==> src/design/dmp_pkg.sv <==
package dmp_pkg;
    // ==============================
    // Sizes
    localparam int CHANNELS = 4;
    localparam int ADDR_W = 16;
    localparam int DATA_W = 8;
    localparam int LOW_ADDR_W = 4;
    localparam int MID_ADDR_W = 4;
    // ==============================
    // Transfer types
    typedef enum logic [1:0] {
        DMP_XFER_VERIFY = 2'b00,
        DMP_XFER_WRITE = 2'b01,
        DMP_XFER_READ = 2'b10,
        DMP_XFER_MEM2MEM = 2'b11
    } dmp_xfer_type;
    // ==============================
    // Cycle states
    typedef enum logic [2:0] {
        DMP_ST_IDLE = 3'b000,
        DMP_ST_WAIT = 3'b001,
        DMP_ST_ADDR = 3'b010,
        DMP_ST_READ = 3'b011,
        DMP_ST_WRITE = 3'b100,
        DMP_ST_DONE = 3'b101
    } dmp_state_type;
    // ==============================
    // Reset values and other constants
    localparam logic [3:0] MASK_RESET = 4'h0_00f;
    localparam logic [3:0] ACK_POL_RESET = 4'h0_000;
    localparam logic [15:0] ZERO_WORD = 16'h0000;
    localparam logic [7:0] ZERO_BYTE = 8'h00;
    localparam int EOP_PULSE_CYCLES = 1;
    localparam int SYNC_STAGES = 2;
    localparam int BUF_DEPTH = 2;
endpackage

==> src/design/dmp_word_if.sv <==
`timescale 1ns/100ps
interface dmp_word_if;
    import dmp_pkg::*;
    logic valid;
    logic ready;
    logic [DATA_W-1:0] data;
    modport source (output valid, output data, input ready);
    modport sink (input valid, input data, output ready);
endinterface

==> src/design/dmp_skid_buffer.sv <==
`timescale 1ns/100ps
module dmp_skid_buffer (
    input wire logic core_clk,
    input wire logic rst_b,
    dmp_word_if.sink in_side,
    dmp_word_if.source out_side
);
    import dmp_pkg::*;

    // ==============================
    // Two-entry ring buffer
    logic [DATA_W-1:0] mem_reg [BUF_DEPTH];
    logic wr_ptr_reg;
    logic rd_ptr_reg;
    logic [1:0] count_reg;
    logic push;
    logic pop;

    assign in_side.ready = (count_reg != 2'd2);
    assign out_side.valid = (count_reg != 2'd0);
    assign out_side.data = mem_reg[rd_ptr_reg];
    assign push = in_side.valid && in_side.ready;
    assign pop = out_side.valid && out_side.ready;

    always_ff @(posedge core_clk) begin
        if (push) begin
            mem_reg[wr_ptr_reg] <= in_side.data;
        end
    end

    always_ff @(posedge core_clk or negedge rst_b) begin
        if (!rst_b) begin
            wr_ptr_reg <= 1'b0;
            rd_ptr_reg <= 1'b0;
            count_reg <= 2'd0;
        end else begin
            if (push) begin
                wr_ptr_reg <= ~wr_ptr_reg;
            end
            if (pop) begin
                rd_ptr_reg <= ~rd_ptr_reg;
            end
            count_reg <= count_reg + {1'b0, push} - {1'b0, pop};
        end
    end
endmodule // dmp_skid_buffer

==> src/design/dmp_eop_sync.sv <==
`timescale 1ns/100ps
module dmp_eop_sync (
    input wire logic core_clk,
    input wire logic rst_b,
    input wire logic eop_pin_in,
    output logic eop_low_sync
);
    import dmp_pkg::*;

    // ==============================
    // Two-flop synchroniser, idle high
    logic meta_reg;
    logic sync_reg;

    always_ff @(posedge core_clk or negedge rst_b) begin
        if (!rst_b) begin
            meta_reg <= 1'b1;
            sync_reg <= 1'b1;
        end else begin
            meta_reg <= eop_pin_in;
            sync_reg <= meta_reg;
        end
    end

    assign eop_low_sync = ~sync_reg;
endmodule // dmp_eop_sync

==> src/design/dmp_bus_master.sv <==
`timescale 1ns/100ps
module dmp_bus_master (
    input wire logic core_clk,
    input wire logic rst_b,
    input wire logic [dmp_pkg::CHANNELS-1:0] channel_request,
    input wire logic [dmp_pkg::CHANNELS-1:0] software_request,
    input wire logic [dmp_pkg::CHANNELS-1:0] mask_set,
    input wire logic [dmp_pkg::CHANNELS-1:0] mask_clear,
    input wire logic [dmp_pkg::CHANNELS-1:0] autoinit_enable,
    input wire logic [dmp_pkg::CHANNELS-1:0] ack_active_high,
    input wire logic [dmp_pkg::CHANNELS-1:0] status_clear,
    input wire logic mem_to_mem_enable,
    input wire logic block_mode,
    input wire dmp_pkg::dmp_xfer_type xfer_type,
    input wire logic base_load,
    input wire logic [1:0] base_channel,
    input wire logic [dmp_pkg::ADDR_W-1:0] base_address,
    input wire logic [dmp_pkg::ADDR_W-1:0] base_count,
    input wire logic hold_acknowledge,
    input wire logic end_of_process_n_in,
    output logic end_of_process_n_oe,
    output logic end_of_process_n_out,
    input wire logic [dmp_pkg::LOW_ADDR_W-1:0] low_address_lines_in,
    output logic [dmp_pkg::LOW_ADDR_W-1:0] low_address_lines_out,
    output logic low_address_lines_oe,
    output logic [dmp_pkg::MID_ADDR_W-1:0] mid_address_lines,
    output logic mid_address_lines_oe,
    input wire logic [dmp_pkg::DATA_W-1:0] data_lines_in,
    output logic [dmp_pkg::DATA_W-1:0] data_lines_out,
    output logic data_lines_oe,
    output logic hold_request,
    output logic [dmp_pkg::CHANNELS-1:0] channel_acknowledge,
    output logic upper_address_enable,
    output logic upper_address_strobe,
    output logic memory_read_n,
    output logic memory_write_n,
    output logic control_oe,
    output logic [dmp_pkg::LOW_ADDR_W-1:0] register_select,
    output logic [dmp_pkg::CHANNELS-1:0] mask_status,
    output logic [dmp_pkg::CHANNELS-1:0] terminal_count,
    output logic busy
);
    import dmp_pkg::*;

    // ==============================
    // Helpers
    function automatic logic [1:0] pick_channel(input logic [CHANNELS-1:0] req);
        logic [1:0] ch;
        ch = 2'd0;
        for (int i = CHANNELS - 1; i >= 0; i--) begin
            if (req[i]) begin
                ch = 2'(i);
            end
        end
        return ch;
    endfunction

    function automatic logic [CHANNELS-1:0] one_hot(input logic [1:0] ch);
        return 4'(1) << ch;
    endfunction

    // ==============================
    // State
    dmp_state_type state_reg;
    logic [1:0] chan_reg;
    logic [1:0] src_phase_reg;
    logic [ADDR_W-1:0] base_addr_reg [CHANNELS];
    logic [ADDR_W-1:0] base_cnt_reg [CHANNELS];
    logic [ADDR_W-1:0] cur_addr_reg [CHANNELS];
    logic [ADDR_W-1:0] cur_cnt_reg [CHANNELS];
    logic [DATA_W-1:0] last_upper_reg;
    logic upper_valid_reg;
    logic [CHANNELS-1:0] mask_reg;
    logic [CHANNELS-1:0] tc_reg;
    logic eop_drive_reg;
    logic eop_low_sync;
    logic [CHANNELS-1:0] pending;
    logic [1:0] xfer_ch;
    logic [ADDR_W-1:0] xfer_addr;
    logic at_tc;
    logic finish;
    logic suppress_pulse;
    logic hold_req_next;

    // Temporary byte path for memory-to-memory
    dmp_word_if tmp_in ();
    dmp_word_if tmp_out ();

    dmp_skid_buffer u_tmp (
        .core_clk(core_clk),
        .rst_b(rst_b),
        .in_side(tmp_in.sink),
        .out_side(tmp_out.source)
    );

    dmp_eop_sync u_eop (
        .core_clk(core_clk),
        .rst_b(rst_b),
        .eop_pin_in(end_of_process_n_in),
        .eop_low_sync(eop_low_sync)
    );

    assign pending = (channel_request & ~mask_reg) | software_request;
    assign xfer_ch = (mem_to_mem_enable && src_phase_reg == 2'd1) ? 2'd1 : chan_reg;
    assign xfer_addr = cur_addr_reg[xfer_ch];
    assign at_tc = (cur_cnt_reg[xfer_ch] == ZERO_WORD);
    // Channel 0 in memory-to-memory never signals; channel 1 does
    assign suppress_pulse = mem_to_mem_enable && (xfer_ch == 2'd0);
    assign finish = (state_reg == DMP_ST_WRITE) && ((at_tc && !suppress_pulse) || eop_low_sync
        || !block_mode);
    // Capture while the read strobe is low, one state after the read state
    assign tmp_in.valid = (state_reg == DMP_ST_WRITE) && mem_to_mem_enable
        && (src_phase_reg == 2'd0);
    assign tmp_in.data = data_lines_in;
    assign tmp_out.ready = (state_reg == DMP_ST_WRITE) && mem_to_mem_enable
        && (src_phase_reg == 2'd1);

    // ==============================
    // Cycle sequencer
    always_ff @(posedge core_clk or negedge rst_b) begin
        if (!rst_b) begin
            state_reg <= DMP_ST_IDLE;
            chan_reg <= 2'd0;
            src_phase_reg <= 2'd0;
            upper_valid_reg <= 1'b0;
            last_upper_reg <= ZERO_BYTE;
        end else begin
            unique case (state_reg)
                DMP_ST_IDLE: begin
                    upper_valid_reg <= 1'b0;
                    src_phase_reg <= 2'd0;
                    if (pending != 4'h0_000) begin
                        chan_reg <= mem_to_mem_enable ? 2'd0 : pick_channel(pending);
                        state_reg <= DMP_ST_WAIT;
                    end
                end
                DMP_ST_WAIT: begin
                    if (hold_acknowledge) begin
                        state_reg <= DMP_ST_ADDR;
                    end
                end
                DMP_ST_ADDR: begin
                    upper_valid_reg <= 1'b1;
                    last_upper_reg <= xfer_addr[15:8];
                    state_reg <= DMP_ST_READ;
                end
                DMP_ST_READ: begin
                    if (!mem_to_mem_enable || tmp_in.ready) begin
                        state_reg <= DMP_ST_WRITE;
                    end
                end
                DMP_ST_WRITE: begin
                    if (mem_to_mem_enable && src_phase_reg == 2'd0) begin
                        src_phase_reg <= 2'd1;
                        state_reg <= DMP_ST_READ;
                    end else if (finish || eop_low_sync) begin
                        state_reg <= DMP_ST_DONE;
                    end else if (mem_to_mem_enable) begin
                        src_phase_reg <= 2'd0;
                        state_reg <= DMP_ST_READ;
                    end else if (cur_addr_reg[chan_reg][15:8] + 8'h01 != last_upper_reg
                        && cur_addr_reg[chan_reg][7:0] == 8'hff) begin
                        state_reg <= DMP_ST_ADDR;
                    end else begin
                        state_reg <= DMP_ST_READ;
                    end
                end
                DMP_ST_DONE: begin
                    state_reg <= DMP_ST_IDLE;
                end
                default: begin
                    state_reg <= DMP_ST_IDLE;
                end
            endcase
        end
    end

    // ==============================
    // Address and count registers
    always_ff @(posedge core_clk or negedge rst_b) begin
        if (!rst_b) begin
            for (int i = 0; i < CHANNELS; i++) begin
                base_addr_reg[i] <= ZERO_WORD;
                base_cnt_reg[i] <= ZERO_WORD;
                cur_addr_reg[i] <= ZERO_WORD;
                cur_cnt_reg[i] <= ZERO_WORD;
            end
        end else begin
            if (base_load && state_reg == DMP_ST_IDLE) begin
                base_addr_reg[base_channel] <= base_address;
                base_cnt_reg[base_channel] <= base_count;
                cur_addr_reg[base_channel] <= base_address;
                cur_cnt_reg[base_channel] <= base_count;
            end
            if (state_reg == DMP_ST_WRITE) begin
                cur_addr_reg[xfer_ch] <= xfer_addr + 16'h0001;
                cur_cnt_reg[xfer_ch] <= cur_cnt_reg[xfer_ch] - 16'h0001;
            end
            if (state_reg == DMP_ST_DONE) begin
                for (int i = 0; i < CHANNELS; i++) begin
                    if (autoinit_enable[i] && (i == chan_reg
                        || (mem_to_mem_enable && i == 1))) begin
                        cur_addr_reg[i] <= base_addr_reg[i];
                        cur_cnt_reg[i] <= base_cnt_reg[i];
                    end
                end
            end
        end
    end

    // ==============================
    // Mask and status bits
    always_ff @(posedge core_clk or negedge rst_b) begin
        if (!rst_b) begin
            mask_reg <= MASK_RESET;
            tc_reg <= 4'h0_000;
        end else begin
            for (int i = 0; i < CHANNELS; i++) begin
                if (state_reg == DMP_ST_DONE && (i == chan_reg
                    || (mem_to_mem_enable && i == 1))) begin
                    tc_reg[i] <= 1'b1;
                    mask_reg[i] <= !autoinit_enable[i];
                end else begin
                    if (status_clear[i]) begin
                        tc_reg[i] <= 1'b0;
                    end
                    if (mask_set[i]) begin
                        mask_reg[i] <= 1'b1;
                    end else if (mask_clear[i]) begin
                        mask_reg[i] <= 1'b0;
                    end
                end
            end
        end
    end

    // ==============================
    // End of process output
    always_ff @(posedge core_clk or negedge rst_b) begin
        if (!rst_b) begin
            eop_drive_reg <= 1'b0;
        end else begin
            eop_drive_reg <= (state_reg == DMP_ST_WRITE) && at_tc && !suppress_pulse
                && !(mem_to_mem_enable && src_phase_reg == 2'd0);
        end
    end

    assign end_of_process_n_out = 1'b0;
    assign end_of_process_n_oe = eop_drive_reg;

    // ==============================
    // Pin drivers
    assign hold_req_next = (state_reg != DMP_ST_IDLE && state_reg != DMP_ST_DONE)
        || (pending != 4'h0_000);

    always_ff @(posedge core_clk or negedge rst_b) begin
        if (!rst_b) begin
            hold_request <= 1'b0;
            channel_acknowledge <= ~ACK_POL_RESET;
            upper_address_enable <= 1'b0;
            upper_address_strobe <= 1'b0;
            memory_read_n <= 1'b1;
            memory_write_n <= 1'b1;
            control_oe <= 1'b0;
            low_address_lines_out <= 4'h0_000;
            low_address_lines_oe <= 1'b0;
            mid_address_lines <= 4'h0_000;
            mid_address_lines_oe <= 1'b0;
            data_lines_out <= ZERO_BYTE;
            data_lines_oe <= 1'b0;
            register_select <= 4'h0_000;
            busy <= 1'b0;
        end else begin
            logic active;
            active = (state_reg == DMP_ST_ADDR) || (state_reg == DMP_ST_READ)
                || (state_reg == DMP_ST_WRITE);
            hold_request <= hold_req_next;
            channel_acknowledge <= ~ack_active_high
                ^ ((active && !mem_to_mem_enable) ? one_hot(chan_reg) : 4'h0_000);
            upper_address_enable <= active;
            upper_address_strobe <= (state_reg == DMP_ST_ADDR);
            memory_read_n <= !(state_reg == DMP_ST_READ
                && (xfer_type == DMP_XFER_READ
                || (mem_to_mem_enable && src_phase_reg == 2'd0)));
            memory_write_n <= !(state_reg == DMP_ST_WRITE
                && (xfer_type == DMP_XFER_WRITE
                || (mem_to_mem_enable && src_phase_reg == 2'd1)));
            control_oe <= active;
            low_address_lines_out <= xfer_addr[3:0];
            low_address_lines_oe <= active;
            mid_address_lines <= xfer_addr[7:4];
            mid_address_lines_oe <= active;
            if (state_reg == DMP_ST_ADDR) begin
                data_lines_out <= xfer_addr[15:8];
            end else begin
                data_lines_out <= tmp_out.data;
            end
            data_lines_oe <= (state_reg == DMP_ST_ADDR)
                || (state_reg == DMP_ST_WRITE && mem_to_mem_enable && src_phase_reg == 2'd1);
            register_select <= low_address_lines_in;
            busy <= active;
        end
    end

    assign mask_status = mask_reg;
    assign terminal_count = tc_reg;
endmodule // dmp_bus_master

==> config.mk <==
export PLATFORM = sky130hd
export DESIGN_NAME = dmp_bus_master
export DESIGN_NICKNAME = d
export VERILOG_FILES = /design/src/design/dmp_pkg.sv /design/src/design/dmp_word_if.sv /design/src/design/dmp_skid_buffer.sv /design/src/design/dmp_eop_sync.sv /design/src/design/dmp_bus_master.sv
export SDC_FILE = /design/constraint.sdc
export NUM_CORES = 1
export LEC_CHECK = 0
export BUFFER_PORTS_ARGS = -buffer_cell sky130_fd_sc_hd__buf_4
export CORE_MARGIN = 4
export CORE_UTILIZATION = 33
export CTS_CLUSTER_DIAMETER = 150
export DETAILED_ROUTE_END_ITERATION = 7
export SYNTH_ARGS = -nofsm -noshare
export SYNTH_HDL_FRONTEND = slang
export SYNTH_SLANG_ARGS = --single-unit
==> constraint.sdc <==
create_clock -name core_clk -period 3.3 [get_ports core_clk]
set_clock_uncertainty 0.2 [all_clocks]
set_input_delay 0.99 -clock core_clk [delete_from_list [all_inputs] [get_ports core_clk]]
set_output_delay 0.99 -clock core_clk [all_outputs]
set_load 0.02 [all_outputs]
-- After elaboration in Yosys (flattened, before gate mapping)
Memories as Yosys holds them, arrays and structs flattened.
Cells that the tools add are included.
- mux-type cells: 75
- reductions and logical operators: 70
- shift-type cells: 1
- equal/unequal tests: 20
- order comparisons: 5
- add/sub/neg operators: 5
- bitwise gates (word level): 11
- operators with widths (operator ; number):
    bitwise mux 64 bit ; 6
    2-to-1 mux 64 bit ; 6
    2-to-1 mux 16 bit ; 16
    binary-select mux 16 bit (select 2 bit) ; 3
    demux 16 bit (select 2 bit) ; 2
    logical AND 1 bit ; 29
    2-to-1 mux 1 bit ; 24
    2-to-1 mux 2 bit ; 9
    adder 16 x 1 -> 16 bit (second input constant) ; 1
    logical NOT 16 bit ; 1
    subtractor 16 x 1 -> 16 bit (second input constant) ; 1
    2-to-1 mux 3 bit ; 5
    case mux 3 bit (5 select lines) ; 1
    nonzero test 3 bit ; 5
    nonzero test 2 bit ; 6
    logical OR 1 bit ; 11
    logical NOT 1 bit ; 10
    greater-or-equal comparator 3 bit (second input constant) ; 3
    inverter 2 -> 3 bit ; 3
    adder 8 x 1 -> 8 bit (second input constant) ; 1
    == test 8 bit (second input constant) ; 1
    2-to-1 mux 8 bit ; 1
    != test 8 bit ; 1
    inverter 4 bit ; 2
    26 further kinds ; 39
- bits of input ports: 83
- memories: 1
- logic and storage cells: 233
- bits in writable memories: 16
- output and inout bits: 44
- flip-flop bits (word level): 316
- memory list (memory ; depth ; bits a word ; read ports ; clocked after Yosys merged registers in ; wr ports ; RTL line ; RTL):
    u_tmp.mem_reg ; 2 ; 8 ; 1 ; 0 ; 1 ; dmp_skid_buffer.sv:12 ; logic [DATA_W-1:0] mem_reg [BUF_DEPTH];

-- Depth between registers and ports, before layout
Gate-level depths: netlist of run 1.
- depth in word-level cells: 16
- mapped depth: 13
- gate-level depth less buffers: 10

-- Hierarchy
Synthesis of run 1 repeated with hierarchy kept, for this count alone.
- cell total of the unflattened synthesis: 1834
- area total of the unflattened synthesis: 16462.0 µm²
- by module, submodules not included (module ; sequential area each (µm²) ; area each (µm²) ; cells each ; times used):
    dmp_bus_master ; 7744.9 ; 15631.2 ; 1789 ; 1
    dmp_skid_buffer ; 580.6 ; 774.5 ; 42 ; 1
    dmp_eop_sync ; 52.6 ; 56.3 ; 3 ; 1

-- Worst setup path before layout of run 1
Ideal clock, no wire load.
- path kind: in2reg
- start point: input port mem_to_mem_enable
- end point: register cur_addr_reg[60] (netlist name)
- setup time: 0.076 ns
- arrival: 3.462 ns
- buffers on the path: 4
- cell stages on the path: 13
- slack: -0.438 ns
- data required time: 3.024 ns
- path through: buf_2 nand2_1 buf_2 buf_2 buf_2 o22ai_1 a21oi_1 ha_1 o211ai_2 nor4b_4 xor2_1 o21ai_0 o21ai_1
- longest elaborated chain between the ends: 11
- elaborated cells between the ends (all ways): 16
- those cells by class: add/sub: 1; order compare: 2; mux: 10; bitwise: 1; reduce/logical: 2
- RTL lines (item ; RTL line ; RTL):
    from (decl) ; dmp_bus_master.sv:12 ; input wire logic mem_to_mem_enable,
    logical AND 1 bit * ; dmp_bus_master.sv:104 ; assign xfer_ch = (mem_to_mem_enable && src_phase_reg == 2'd1) ? 2'd1 : chan_reg;
    2-to-1 mux 2 bit * ; dmp_bus_master.sv:104 ;
    inverter 2 -> 3 bit (implied by the code) * ; dmp_bus_master.sv:105 ; assign xfer_addr = cur_addr_reg[xfer_ch];
    binary-select mux 16 bit (select 2 bit) * ; dmp_bus_master.sv:105 ;
    2-to-1 mux 16 bit (implied by the code) * (2 in a row) ; dmp_bus_master.sv:105 ;
    net xfer_addr[0] ; dmp_bus_master.sv:79 ; logic [ADDR_W-1:0] xfer_addr;
    adder 16 x 1 -> 16 bit * ; dmp_bus_master.sv:196 ; cur_addr_reg[xfer_ch] <= xfer_addr + 16'h0001;
    bitwise mux 64 bit * ; dmp_bus_master.sv:196 ;
    2-to-1 mux 64 bit * ; dmp_bus_master.sv:195 ; if (state_reg == DMP_ST_WRITE) begin
    2-to-1 mux 16 bit ; dmp_bus_master.sv:201 ; if (autoinit_enable[i] && (i == chan_reg
    2-to-1 mux 64 bit * ; dmp_bus_master.sv:199 ; if (state_reg == DMP_ST_DONE) begin
    to (signal, indexed assignment) ; dmp_bus_master.sv:192 ; cur_addr_reg[base_channel] <= base_address;
    to (signal, indexed assignment) ; dmp_bus_master.sv:196 ;
    to (signal, indexed assignment) ; dmp_bus_master.sv:203 ; cur_addr_reg[i] <= base_addr_reg[i];
    to (decl) ; dmp_bus_master.sv:69 ; logic [ADDR_W-1:0] cur_addr_reg [CHANNELS];
Mark *: on every way through the listed nets, which the timed path passes. The rest lies on a longest branch. The select of a mux whose other input is x is not followed.
A chain may end at the register's enable or synchronous reset.

-- Worst setup path in the final report of run 1
- start point: register chan_reg[1]
- end point: register src_phase_reg[0]
- longest elaborated chain between the ends: 13
- elaborated cells between the ends (all ways): 16
- those cells by class: eq/ne: 1; mux: 4; bitwise: 1; reduce/logical: 10
- RTL lines (item ; RTL line ; RTL):
    from (decl) ; dmp_bus_master.sv:65 ; logic [1:0] chan_reg;
    from (signal assigned) ; dmp_bus_master.sv:133 ; chan_reg <= mem_to_mem_enable ? 2'd0 : pick_channel(pending);
    2-to-1 mux 2 bit * ; dmp_bus_master.sv:104 ;
    inverter 2 -> 3 bit (implied by the code) ; dmp_bus_master.sv:106 ; assign at_tc = (cur_cnt_reg[xfer_ch] == ZERO_WORD);
    binary-select mux 16 bit (select 2 bit) ; dmp_bus_master.sv:106 ;
    2-to-1 mux 16 bit (implied by the code) (2 in a row) ; dmp_bus_master.sv:106 ;
    logical NOT 16 bit ; dmp_bus_master.sv:106 ;
    logical AND 1 bit * ; dmp_bus_master.sv:109 ; assign finish = (state_reg == DMP_ST_WRITE) && ((at_tc && !suppress_pulse) || eop_low_sync
    logical OR 1 bit * ; dmp_bus_master.sv:109 ;
    logical OR 1 bit * ; dmp_bus_master.sv:110 ; || !block_mode);
    logical AND 1 bit * ; dmp_bus_master.sv:109 ;
    logical OR 1 bit * ; dmp_bus_master.sv:156 ; end else if (finish || eop_low_sync) begin
    != test 3 x 2 -> 1 bit (no line) * ; -- ;
    AND reduction 3 bit (no line) * ; -- ;
    to (signal assigned) ; dmp_bus_master.sv:124 ; src_phase_reg <= 2'd0;
    to (signal assigned) ; dmp_bus_master.sv:154 ; src_phase_reg <= 2'd1;
    to (signal assigned) ; dmp_bus_master.sv:159 ; src_phase_reg <= 2'd0;
    to (decl) ; dmp_bus_master.sv:66 ; logic [1:0] src_phase_reg;
Mark *: on every way between the ends. The rest lies on a longest branch, timed or not. The select of a mux whose other input is x is not followed.

==> results by stage, run 1 <==
Status:
- The run finished with clean final reports.

STA:
- The final-report setup violation count is 0.
- For the pin with the worst max-slew slack, the measured transition is 0.6183 ns.
- The post-route minimum period is 3.140 ns.
- The worst relative slew slack is 58.78%.
- The number of max-slew violations in the final report is 0.
- The ratio of final minimum period to clock period is 95.15%.
- For this run, the top clock speed supported by timing is 0.3185 GHz.
- The final-report hold violation count is 0.
- Setup repair after global routing left no endpoint under its margin.

Die:
- The total I/O pin count is 127.
- The floorplan has 81 rows.
- The region available for standard cell placement spans 49050 µm².
- The die is 230.9 µm tall.
- The effective utilization at floorplan is 33.42%.
- From left edge to right edge, the die measures 230.9 µm.
- The die footprint is 53300 µm².

Worst setup path:
- The largest single stage delay on the critical path is 0.44 ns.
- The critical path is of the reg -> reg type.
- Traced cell by cell, the critical path runs through buf_12 > buf_4 > nand2b_1 > buf_4 > a21oi_1 > a32oi_1 > nor4b_4 > and2_1 > a31oi_1 > and4_1 > nor3_1.
- The startpoint type of the worst setup path is a flop.
- The end of the worst register-to-register path is src_phase_reg[0].
- The capturing element type of the critical path is a flop.
- The number of cells on the worst reg-to-reg path is 11.
- The slowest library cell on the worst path is sky130_fd_sc_hd__dfrtp_2.
- In this design, the critical path's most frequently occurring cell is sky130_fd_sc_hd__buf_4.
- The arrival time at the worst endpoint is 3.39 ns.
- STA puts the critical path data required time at 3.55 ns.
- In this run the worst path has a maximum fanout of 24.
- The worst register-to-register path has a setup slack of 0.16 ns.
- The startpoint of the worst-slack reg-to-reg timing path is chan_reg[1].

Yosys:
- The cell taking the most area after synthesis is sky130_fd_sc_hd__dfrtp_1.
- Counting every net in the synthesized netlist gives 1913.
- The number of different library cells used by synthesis comes to 83.
- The cell count after synthesis is 1825.
- The fraction of registers with async set or reset after synthesis is 95.17%.
- The top-area cell type share of the netlist area is 46.26%.
- The summed instance area of the synthesized netlist is 16390 µm².
- By area the synthesized netlist is led by sky130_fd_sc_hd__dfrtp_1 46%, sky130_fd_sc_hd__nand2_1 14%, sky130_fd_sc_hd__a21oi_1 3.5%.
- For this run, the register share of the synthesized area comes to 51.11%.
- The post-synthesis register bit count is 331.
- The per-instance average area after synthesis is 8.982 µm².
- The total of warnings raised by yosys is 0.
- The flip-flop cell with the highest count after synthesis is sky130_fd_sc_hd__dfrtp_1.
- The number of synthesized flops with an enable pin is 16.

Layout:
- Fill cells in the final layout number 4812.
- The number of cells in the finished layout apart from fillers is 2720.
- The final layout contains 2114 nets.
- The ratio of cells with drive above 1 in the final layout is 22.97%.
- The layout-stage area growth over the synthesis result is 24.85%.

Clock network:
- The hold buffer count at CTS is 0.
- In this run the deepest clock path goes through 3 buffers.
- After clock tree synthesis, the repair step resized 0 gates.
- The count of buffers added by post-CTS timing repair for setup is 0.
- Clock-pin slew was measured on the worst setup and hold paths at 0.06 ns.
- The total clock sinks is 331.
- The cell at the root of the clock tree is sky130_fd_sc_hd__clkbuf_16.
- Counting the buffers created by CTS gives 38.
- TritonCTS built the clock tree.
- The H-tree was split into 2 levels.
- Clock latency on the worst-skew pair, taken at its later pin, is 0.56 ns.

Routing:
- In the routed layout, each cell is associated on average with a via count of 5.423.
- In this run, the number of DRC markers left after iteration 0 of detailed routing was 1257.
- The total via count after detailed routing is 14.75k.
- The detail route stage leaves a number of antenna-violating nets equal to 0.
- In the final routed layout, each cell accounts on average for 21.04 µm.
- For this block, the routed nets add up to 57230 µm of wire.
- The remaining routing DRC violations is 0.
- The number of optimization iterations in the first detailed-route pass is 5.

Run:
- The max-cap check violation count is 0.

Global routing:
- The number of antenna violations at the first check in global routing is 1.
- The total global-route track usage is 21.23%.
- Entering global routing, the biggest net connects 67 pins.
- The first-pass GRT wire length is 88840 µm.
- The aggregate global routing overflow is 0.
- The number of global-route vias before repair is 14.92k.

Pwr:
- The analysis attributes to cell leakage a power of 9.760 nW.
- The design draws 20.41 mW.
- Power spread over the standard cell area amounts to 997.5 nW/µm².
- The worst-case IR drop observed on VDD is 0.4049 mV.

Min path:
- The worst hold path terminates at u_eop.sync_reg.
- The type of the tightest min-delay check is reg -> reg.
- The startpoint of the most critical hold path is u_eop.meta_reg.
- The cell count of the worst hold path is 0.

Placed design:
- The congestion estimate from routability-driven global placement came to 0.9289.
- In this run the tool buffered the top-level ports with 125 buffer cells.
- Once detailed placement completed, the half-perimeter wirelength came to 38480 µm.
- Once placement completed, the tool counted placed cells totaling 2650.
-- worst max-delay path by stage --
| stage | startpoint | end | slack (ns) |
|---|---|---|---|
| global route | chan_reg[1] | src_phase_reg[0] | 0.04 |
| floorplan | mem_to_mem_enable | cur_addr_reg[11] | -0.03 |
| detailed placement | mem_to_mem_enable | src_phase_reg[0] | -0.15 |
| finish | chan_reg[1] | src_phase_reg[0] | 0.16 |
| CTS | chan_reg[0] | src_phase_reg[0] | 0.15 |
| global placement | mem_to_mem_enable | src_phase_reg[0] | -0.15 |
-- cell type report --
class / count / area, µm² / area share (%)
Sequential cell: 331 / 8383 / 40.96
Clock buffer: 54 / 1092 / 5.337
Inverter: 30 / 112.6 / 0.5502
Clock inverter: 15 / 239.0 / 1.168
Multi-Input combinational cell: 1345 / 7458 / 36.44
Timing Repair Buffer: 280 / 2347 / 11.47
Tap cell: 664 / 830.8 / 4.059
Antenna cell: 1 / 2.502 / 0.01223
-- kinds of logic after synthesis --
kind of cell,Yosys count,synth area share [%]
XOR/XNOR,43,2.481
flip-flops,331,51.11
buffers and inverters,149,3.992
AND/OR/NAND/NOR,855,22.31
AO/OA/AOI/OAI,387,15.50
other,1,0.02288
adder cells (fa/ha/maj),5,0.3817
multiplexers,54,4.198
-- metrics by stage --
stage               instance area [µm²]  setup WS, ns  utilization (%)  TNS (ns)  hold WS [ns]
floorplan                         16450      -0.03358                -   -0.2958        0.1452
global placement                  19110       -0.1463            38.95    -3.584        0.1525
detailed placement                19110       -0.1526            38.95    -5.516        0.1481
CTS                               20440        0.1465            41.67         0        0.1602
global route                      20470       0.03823            41.72         0        0.1639
finish                            20470        0.1601            41.72         0        0.1585
-- metal layers --
| metal | track usage [%] | share of wire [%] | vias up |
|---|---|---|---|
| met1 | 28.50 | 42 | 7269 |
| li1 | - | - | 6710 |
| met4 | 8.194 | 3.7 | 0 |
| met3 | 3.122 | 7.6 | 134 |
| met2 | 34.81 | 46 | 638 |
| met5 | 0 | 0 | - |
-- critical path: cells and delay by family, from the launching register on --
| kind | cells | cell delay [ns] |
|---|---|---|
| AND/OR/NAND/NOR | 5 | 1.29 |
| flip-flops | 1 | 0.44 |
| AO/OA/AOI/OAI | 3 | 0.54 |
| buffers and inverters | 3 | 0.56 |
-- where the power goes --
group | internal [mW] | leakage, nW | switching (mW)
Clock | 2.78 | 0.652 | 1.74
Sequential | 5.91 | 4.04 | 1.23
Combinational | 3.97 | 5.07 | 4.77
Total | 12.7 | 9.76 | 7.74
-- placed cells by master, fill, tap and decap left out, drive strengths merged, types with 7 or more instances in the layout --
cell type,synthesis,layout
nand2,621,621
dfrtp,303,303
buf,32,280
a21oi,114,114
nand3,104,104
o21ai,104,104
clkbuf,87,54
o22ai,50,50
nor2,49,49
o221a,39,39
inv,28,29
xnor2,29,29
mux2,25,25
mux2i,20,20
edfxtp,16,16
a31oi,16,16
xor2,14,14
nor3,14,14
dfstp,12,12
a2bb2oi,11,11
nor2b,10,10
mux4,9,9
clkinv,2,9
nand2b,8,8
a21o,8,8
nand4,8,8
and2,7,7
a22o,7,7
-- cells in the mapped netlist, types with 9 or more instances --
| master | n |
|---|---|
| sky130_fd_sc_hd__nand2_1 | 620 |
| sky130_fd_sc_hd__a21oi_1 | 114 |
| sky130_fd_sc_hd__mux2_2 | 20 |
| sky130_fd_sc_hd__edfxtp_1 | 16 |
| sky130_fd_sc_hd__nand3_1 | 102 |
| sky130_fd_sc_hd__clkbuf_1 | 87 |
| sky130_fd_sc_hd__o22ai_1 | 49 |
| sky130_fd_sc_hd__dfstp_2 | 12 |
| sky130_fd_sc_hd__xor2_1 | 14 |
| sky130_fd_sc_hd__xnor2_1 | 25 |
| sky130_fd_sc_hd__nor2_1 | 47 |
| sky130_fd_sc_hd__dfrtp_1 | 303 |
| sky130_fd_sc_hd__a2bb2oi_1 | 9 |
| sky130_fd_sc_hd__mux2i_1 | 20 |
| sky130_fd_sc_hd__o221a_2 | 39 |
| sky130_fd_sc_hd__inv_1 | 27 |
| sky130_fd_sc_hd__nor2b_1 | 10 |
| sky130_fd_sc_hd__o21ai_0 | 99 |
| sky130_fd_sc_hd__a31oi_1 | 15 |
| sky130_fd_sc_hd__mux4_2 | 9 |
| sky130_fd_sc_hd__nor3_1 | 11 |
| sky130_fd_sc_hd__buf_2 | 19 |
(Power assumes the default switching activity.)
==> run 2, diff against run 1 <==
- PLACE_DENSITY: default -> 0.5
==> run 2 against run 1 <==
- clock power grew 4%
- combinational power grew 0.5%
- largest cell class unchanged
- hold slack lost 0.0096 ns
- highest routed layer is now met5
- largest power group unchanged
- non-clock buffer count grew 6
==> results by stage, run 2 (synthesis gave the netlist of run 1 again) <==
Clock network:
- The total clock sinks was 331 (unchanged).
- The hold buffer count at CTS is 0 (unchanged).
- The H-tree depth reported by CTS came to 2 (unchanged).
- The clock-pin slew on the worst setup and hold paths is 0.06 ns (about the same).
- TritonCTS built the clock tree.
- The cell at the root of the clock tree is sky130_fd_sc_hd__clkbuf_16.
- The deepest clock path buffer count came to 3 (unchanged).
- The insertion delay to the later sink of the worst-skew pair is 0.59 ns (+0.03 ns).
- The number of CTS-inserted buffers came to 42 (+11%).

Worst setup path:
- The worst register-to-register path ends at state_reg[0].
- The worst setup path is launched from a flop.
- The data required time of the worst path came to 3.58 ns (+0.03 ns).
- The slack of the worst reg-to-reg path is 0.12 ns (-0.04 ns).
- In this run the worst setup path begins at chan_reg[1].
- The startpoint of the worst-slack reg-to-reg timing path is chan_reg[1].
- The kind of critical path is reg -> reg.
- The termination of the worst setup path is state_reg[0].
- The family with the most delay on the worst path is multiplexers.
- The path length in cells of the critical path is 9 (-2).
- The capturing element type of the critical path is a flop.
- The critical path's largest stage delay is 0.60 ns (+0.16 ns).
- The slowest library cell on the worst path is sky130_fd_sc_hd__mux4_2.
- The arrival time at the worst endpoint is 3.47 ns (+0.08 ns).
- The critical path goes through buf_12 > mux4_2 > ha_1 > xor2_1 > nor3b_1 > a31oi_1 > or3_1 > a211o_1 > a31oi_2.
- The top fanout value on the critical path is 14 (-42%).
- The number of cells on the worst reg-to-reg path is 9 (-2).
- The sum of buffers and inverters on the critical path is 1 (-2).

Layout:
- The commonest non-fill, non-tap cell in the layout is sky130_fd_sc_hd__nand2_1.
- In the layout the commonest cells are 618 x sky130_fd_sc_hd__nand2_1, 301 x sky130_fd_sc_hd__dfrtp_1, 265 x sky130_fd_sc_hd__buf_4.
- The area of the multi-input gates is 7480 µm² (+0.29%).
- The number of nets in the layout is 2124 (+0.47%).
- The ratio of cells with drive above 1 in the final layout was 23.45% (+0.48 points).
- The register area came to 8386 µm² (about the same).
- The total of fill cells in the finished design is 4786 (-0.54%).
- The number of cells in the finished layout apart from fillers is 2733 (+0.48%).
- The layout-stage area growth over the synthesis result is 25.74%.

Placed design:
- The quantity of I/O buffers inserted on ports is 125 (unchanged).
- The number of placed instances, taps included came to 2653 (+0.11%).
- The weighted congestion reported at the end of routability-driven placement is 0.9260 (-0.31%).
- The half-perimeter wire length after placement is 39860 µm (+3.6%).

STA:
- The worst relative slew slack came to 57.17% (-1.6 points).
- The summed negative setup slack over all endpoints is 0 ns (unchanged).
- The worst hold margin is 0.1489 ns (-0.009588 ns).
- The transition time at the pin with the least slew margin was 0.6409 ns (+0.02268 ns).
- The final-report hold violation count is 0 (unchanged).
- The achievable frequency was 0.3141 GHz (-1.4%).
- The final-report setup violation count was 0 (unchanged).
- The post-route minimum period is 3.183 ns (+0.04339 ns).
- The number of max-slew violations in the final report is 0 (unchanged).
- The ratio of final minimum period to clock period is 96.46% (+1.3 points).

Global routing:
- The number of antenna violations at the first check in global routing is 1 (unchanged).
- The first-pass GRT wire length is 90440 µm (+1.8%).
- The number of global-route vias before repair is 14.54k (-2.5%).
- The maximum number of pins on one net before global-route repair is 68 (+1.5%).
- The total global-route track usage is 22.00% (+0.76 points).
- The aggregate global routing overflow came to 0 (unchanged).

Routing:
- The remaining routing DRC violations came to 0 (unchanged).
- The number of nets with antenna violations after routing is 0 (unchanged).
- The detail-routed via count per cell was 5.387 (-0.66%).
- The number of optimization iterations in the first detailed-route pass is 6 (+1).
- The total via count after detailed routing came to 14.72k (-0.19%).
- The total wire length after detailed routing came to 59740 µm (+4.4%).
- The post-detailed-route wirelength per cell is 21.86 µm (+3.9%).
- The DRC marker count from the first detailed-route iteration is 1314 (+4.5%).

Die:
- The effective utilization at floorplan came to 33.42% (unchanged).
- The placeable core region is 49050 µm² (unchanged).
- The number of core rows is 81 (unchanged).
- The width of the chip is 230.9 µm (unchanged).
- The die footprint is 53300 µm² (unchanged).
- The die boundary height is 230.9 µm (unchanged).
- The total I/O pin count is 127 (unchanged).

Pwr:
- The leakage dissipation is 9.834 nW (+0.76%).
- The peak supply drop came to 0.3939 mV (-2.7%).
- The power density relative to cell area was 999.1 nW/µm² (+0.16%).

Min path:
- The min-delay analysis places its worst path in the category in -> async.

Status:
- The flow ran to the end, and the final reports show no timing, DRC or antenna violations.

Run:
- The max-cap check violation count is 0 (unchanged).
[run 2: per-stage QoR]
| stage | utilization [%] | power, mW | instance area, µm² | worst slack (ns) |
|---|---|---|---|---|
| 6_report | 42.02 | 20.59 | 20610 | 0.1167 |
| 2_1_floorplan | - | 12.37 | 16450 | -0.03358 |
| 3_3_place_gp | 39.02 | 15.62 | 19140 | -0.1299 |
| 5_1_grt | 42.01 | 21.91 | 20610 | -0.0007574 |
| 4_1_cts | 41.92 | 20.63 | 20560 | 0.01023 |
| 3_5_place_dp | 39.02 | 15.81 | 19140 | -0.2024 |
[run 2: layout make-up]
cell class              count  share of cell area [%]
flip-flops and latches    331                   40.68
repair buffers            286                   11.67
inverters                  30                  0.5463
diodes                      1                 0.01214
clock buffers              57                   5.567
multi-input cells        1345                   36.29
clock inverters            19                   1.202
well taps                 664                   4.031
[run 2: worst min path at each step]
stage	end	cells after the start
after floorplan	u_eop.sync_reg	0
after global placement	u_eop.sync_reg	0
after detailed placement	u_eop.sync_reg	0
after CTS	data_lines_out[3]	1
after global routing	data_lines_out[2]	1
final	data_lines_out[3]	1
[run 2: power by group]
group          switching, mW  internal [mW]
sequential              1.18           5.92
clock                   1.88           2.84
combinational           4.81           3.98
total                   7.86           12.7
[run 2: timing repair]
action | 4_1_cts | 5_1_grt
resized for setup | 5 | 4
buffers inserted | 0 | 3
pin swaps | 0 | 1
setup endpoints to repair | 19 | 39
[run 2: routing by layer]
metal	wire (µm)	vias to the layer above	GRT usage [%]	share of wire [%]
met5	20	-	0	0.033
met1	26710	7347	30.60	45
met3	3895	101	3.653	6.5
met4	1403	2	5.713	2.3
li1	-	6730	-	-
met2	27710	543	35.85	46
==> run 3, diff against run 2 <==
--- a/config.mk
+++ b/config.mk
@@ -13,2 +13,3 @@
 export PLACE_DENSITY = 0.5
+export SKIP_CTS_REPAIR_TIMING = 1
 export SYNTH_ARGS = -nofsm -noshare
--- a/constraint.sdc
+++ b/constraint.sdc
@@ -4,2 +4,2 @@
 set_output_delay 0.99 -clock core_clk [all_outputs]
-set_load 0.02 [all_outputs]
+set_load 0.005 [all_outputs]
==> run 3 against run 2 <==
- final area barely moved
- clock power barely moved
- global-route usage barely moved
- setup slack got worse by 0.059 ns
- critical path type unchanged
- largest cell class unchanged
==> results by stage, run 3 (synthesis gave the netlist of run 1 again) <==
Placed design:
- The half-perimeter wire length after placement came to 39860 µm (unchanged).
- The worst setup timing slack at the placement stage is -0.2024 ns (unchanged).
- The number of placed instances, taps included came to 2653 (unchanged).
- The weighted congestion reported at the end of routability-driven placement was 0.9260 (unchanged).
- The quantity of I/O buffers inserted on ports is 125 (unchanged).

Worst setup path:
- The top fanout value on the critical path is 9 (-5).
- The capturing element type of the critical path is a flop.
- The number of cells on the worst reg-to-reg path is 10 (+1).
- The data required time of the worst path is 3.55 ns (-0.03 ns).
- The slack of the worst reg-to-reg path is 0.06 ns (-0.06 ns).
- The startpoint type of the worst setup path is a flop.
- The critical path is of the reg -> reg type.
- The arrival time at the worst endpoint was 3.49 ns (+0.02 ns).
- In this run the worst setup path begins at chan_reg[1].
- In this run the critical register-to-register path is captured at state_reg[2].
- The startpoint of the worst-slack reg-to-reg timing path is chan_reg[1].
- Following the worst setup path forward leads to its endpoint at state_reg[2].

Layout:
- The number of cells in the finished layout apart from fillers was 2732 (-0.037%).
- The number of nets in the layout is 2124 (unchanged).
- The number of diodes added for antenna fixing was 0 (-1).
- The total of fill cells in the finished design is 4785 (-0.021%).
- The ratio of cells with drive above 1 in the final layout is 23.45% (unchanged).
- Leaving out fill and tap cells, the most frequent cells in the layout are 617 x sky130_fd_sc_hd__nand2_1, 301 x sky130_fd_sc_hd__dfrtp_1, 265 x sky130_fd_sc_hd__buf_4.
- Leaving out fill and tap cells, the most frequent cell in the layout is sky130_fd_sc_hd__nand2_1.
- The layout-stage area growth over the synthesis result is 25.71% (about the same).

Pwr:
- The peak supply drop was 0.3919 mV (-0.51%).
- The power density relative to cell area is 989.1 nW/µm² (-1.0%).
- The leakage dissipation is 9.834 nW (about the same).
- The total chip power is 20.38 mW (-1.0%).

Clock network:
- The cell at the root of the clock tree is sky130_fd_sc_hd__clkbuf_16.
- TritonCTS built the clock tree.
- The number of CTS-inserted buffers came to 42 (unchanged).
- The H-tree depth reported by CTS is 2 (unchanged).
- The clock-pin slew on the worst setup and hold paths is 0.06 ns (about the same).
- The insertion delay to the later sink of the worst-skew pair is 0.59 ns (about the same).
- The total clock sinks is 331 (unchanged).
- The deepest clock path buffer count came to 3 (unchanged).

STA:
- The worst relative slew slack is 57.28% (+0.12 points).
- The final-report hold violation count is 0 (unchanged).
- The achievable frequency was 0.3084 GHz (-1.8%).
- The post-route minimum period is 3.243 ns (+0.05941 ns).
- The worst hold margin is 0.1502 ns (+0.001299 ns).
- The transition time at the pin with the least slew margin is 0.6392 ns (-0.001767 ns).
- The final-report setup violation count is 0 (unchanged).
- The ratio of final minimum period to clock period came to 98.26% (+1.8 points).
- The slack of the critical path came to 0.05728 ns (-0.05941 ns).
- The summed negative setup slack over all endpoints came to 0 ns (unchanged).
- The number of max-slew violations in the final report is 0 (unchanged).

Die:
- The die boundary height is 230.9 µm (unchanged).
- The width of the chip is 230.9 µm (unchanged).
- The die footprint is 53300 µm² (unchanged).
- The number of core rows is 81 (unchanged).
- The effective utilization at floorplan is 33.42% (unchanged).
- The total I/O pin count is 127 (unchanged).
- The placeable core region is 49050 µm² (unchanged).

Routing:
- The total via count after detailed routing was 14.72k (-0.034%).
- The number of nets with antenna violations after routing is 0 (unchanged).
- The number of optimization iterations in the first detailed-route pass is 7 (+1).
- The remaining routing DRC violations is 0 (unchanged).
- The detail-routed via count per cell is 5.387 (about the same).
- The post-detailed-route wirelength per cell was 21.84 µm (about the same).
- The DRC marker count from the first detailed-route iteration is 1345 (+2.4%).
- The total wire length after detailed routing came to 59660 µm (-0.14%).

Global routing:
- The number of global-route vias before repair is 14.53k (-0.076%).
- The number of antenna violations at the first check in global routing is 1 (unchanged).
- The first-pass GRT wire length is 90330 µm (-0.12%).
- The maximum number of pins on one net before global-route repair is 68 (unchanged).
- The total global-route track usage is 21.97% (-0.030 points).
- The aggregate global routing overflow was 0 (unchanged).

Min path:
- The type of the tightest min-delay check is in -> async.

Status:
- The run finished with clean final reports.

Run:
- The max-cap check violation count is 0 (unchanged).
-- run 3: cell types whose count changed in the layout (fill, tap and decap cells not counted), sizes merged --
cell and delta:
diode -1
-- run 3: layer usage --
metal,GRT usage [%],vias to the layer above,share of wire (%),wire length (µm)
li1,-,6733,-,-
met3,3.665,103,6.3,3753
met5,0,-,0.034,20
met1,30.54,7332,45,26800
met2,35.75,548,46,27680
met4,5.826,2,2.3,1393
-- run 3: critical path, cell delays in order, from the launching register on --
cell and delay, ns:
sky130_fd_sc_hd__dfrtp_4 0.55, sky130_fd_sc_hd__buf_4 0.18, sky130_fd_sc_hd__nand2_2 0.16, sky130_fd_sc_hd__buf_4 0.26, sky130_fd_sc_hd__o22ai_1 0.18, sky130_fd_sc_hd__a2bb2oi_1 0.41
sky130_fd_sc_hd__nor4b_4 0.10, sky130_fd_sc_hd__and2_1 0.20, sky130_fd_sc_hd__a31oi_1 0.53, sky130_fd_sc_hd__nor2_1 0.11, sky130_fd_sc_hd__a32o_1 0.23
-- run 3: worst min-delay path by stage --
stage	startpoint	endpoint	slack [ns]	depth (start not counted)
2_1_floorplan	u_eop.meta_reg	u_eop.sync_reg	0.15	0
3_3_place_gp	u_eop.meta_reg	u_eop.sync_reg	0.15	0
3_5_place_dp	u_eop.meta_reg	u_eop.sync_reg	0.15	0
4_1_cts	rst_b	data_lines_out[3]	0.14	1
5_1_grt	rst_b	data_lines_out[2]	0.17	1
6_report	rst_b	data_lines_out[1]	0.15	1
-- run 3: metrics by stage --
step                      instance area [µm²]  utilization (%)
final                                   20610            42.01
after detailed placement                19140            39.02
after global routing                    20610            42.01
after CTS                               20540            41.87
after floorplan                         16450                -
after global placement                  19140            39.02
-- run 3: cell type report --
cell class | count | area [µm²] | share of cell area [%]
Clock inverter | 19 | 247.7 | 1.202
Tap cell | 664 | 830.8 | 4.032
Multi-Input combinational cell | 1345 | 7477 | 36.29
Sequential cell | 331 | 8386 | 40.69
Timing Repair Buffer | 286 | 2405 | 11.67
Inverter | 30 | 112.6 | 0.5465
Clock buffer | 57 | 1147 | 5.568
-- run 3: power breakdown --
group,internal (mW),switching (mW)
combinational,3.97,4.61
clock,2.84,1.87
sequential,5.92,1.18
total,12.7,7.66
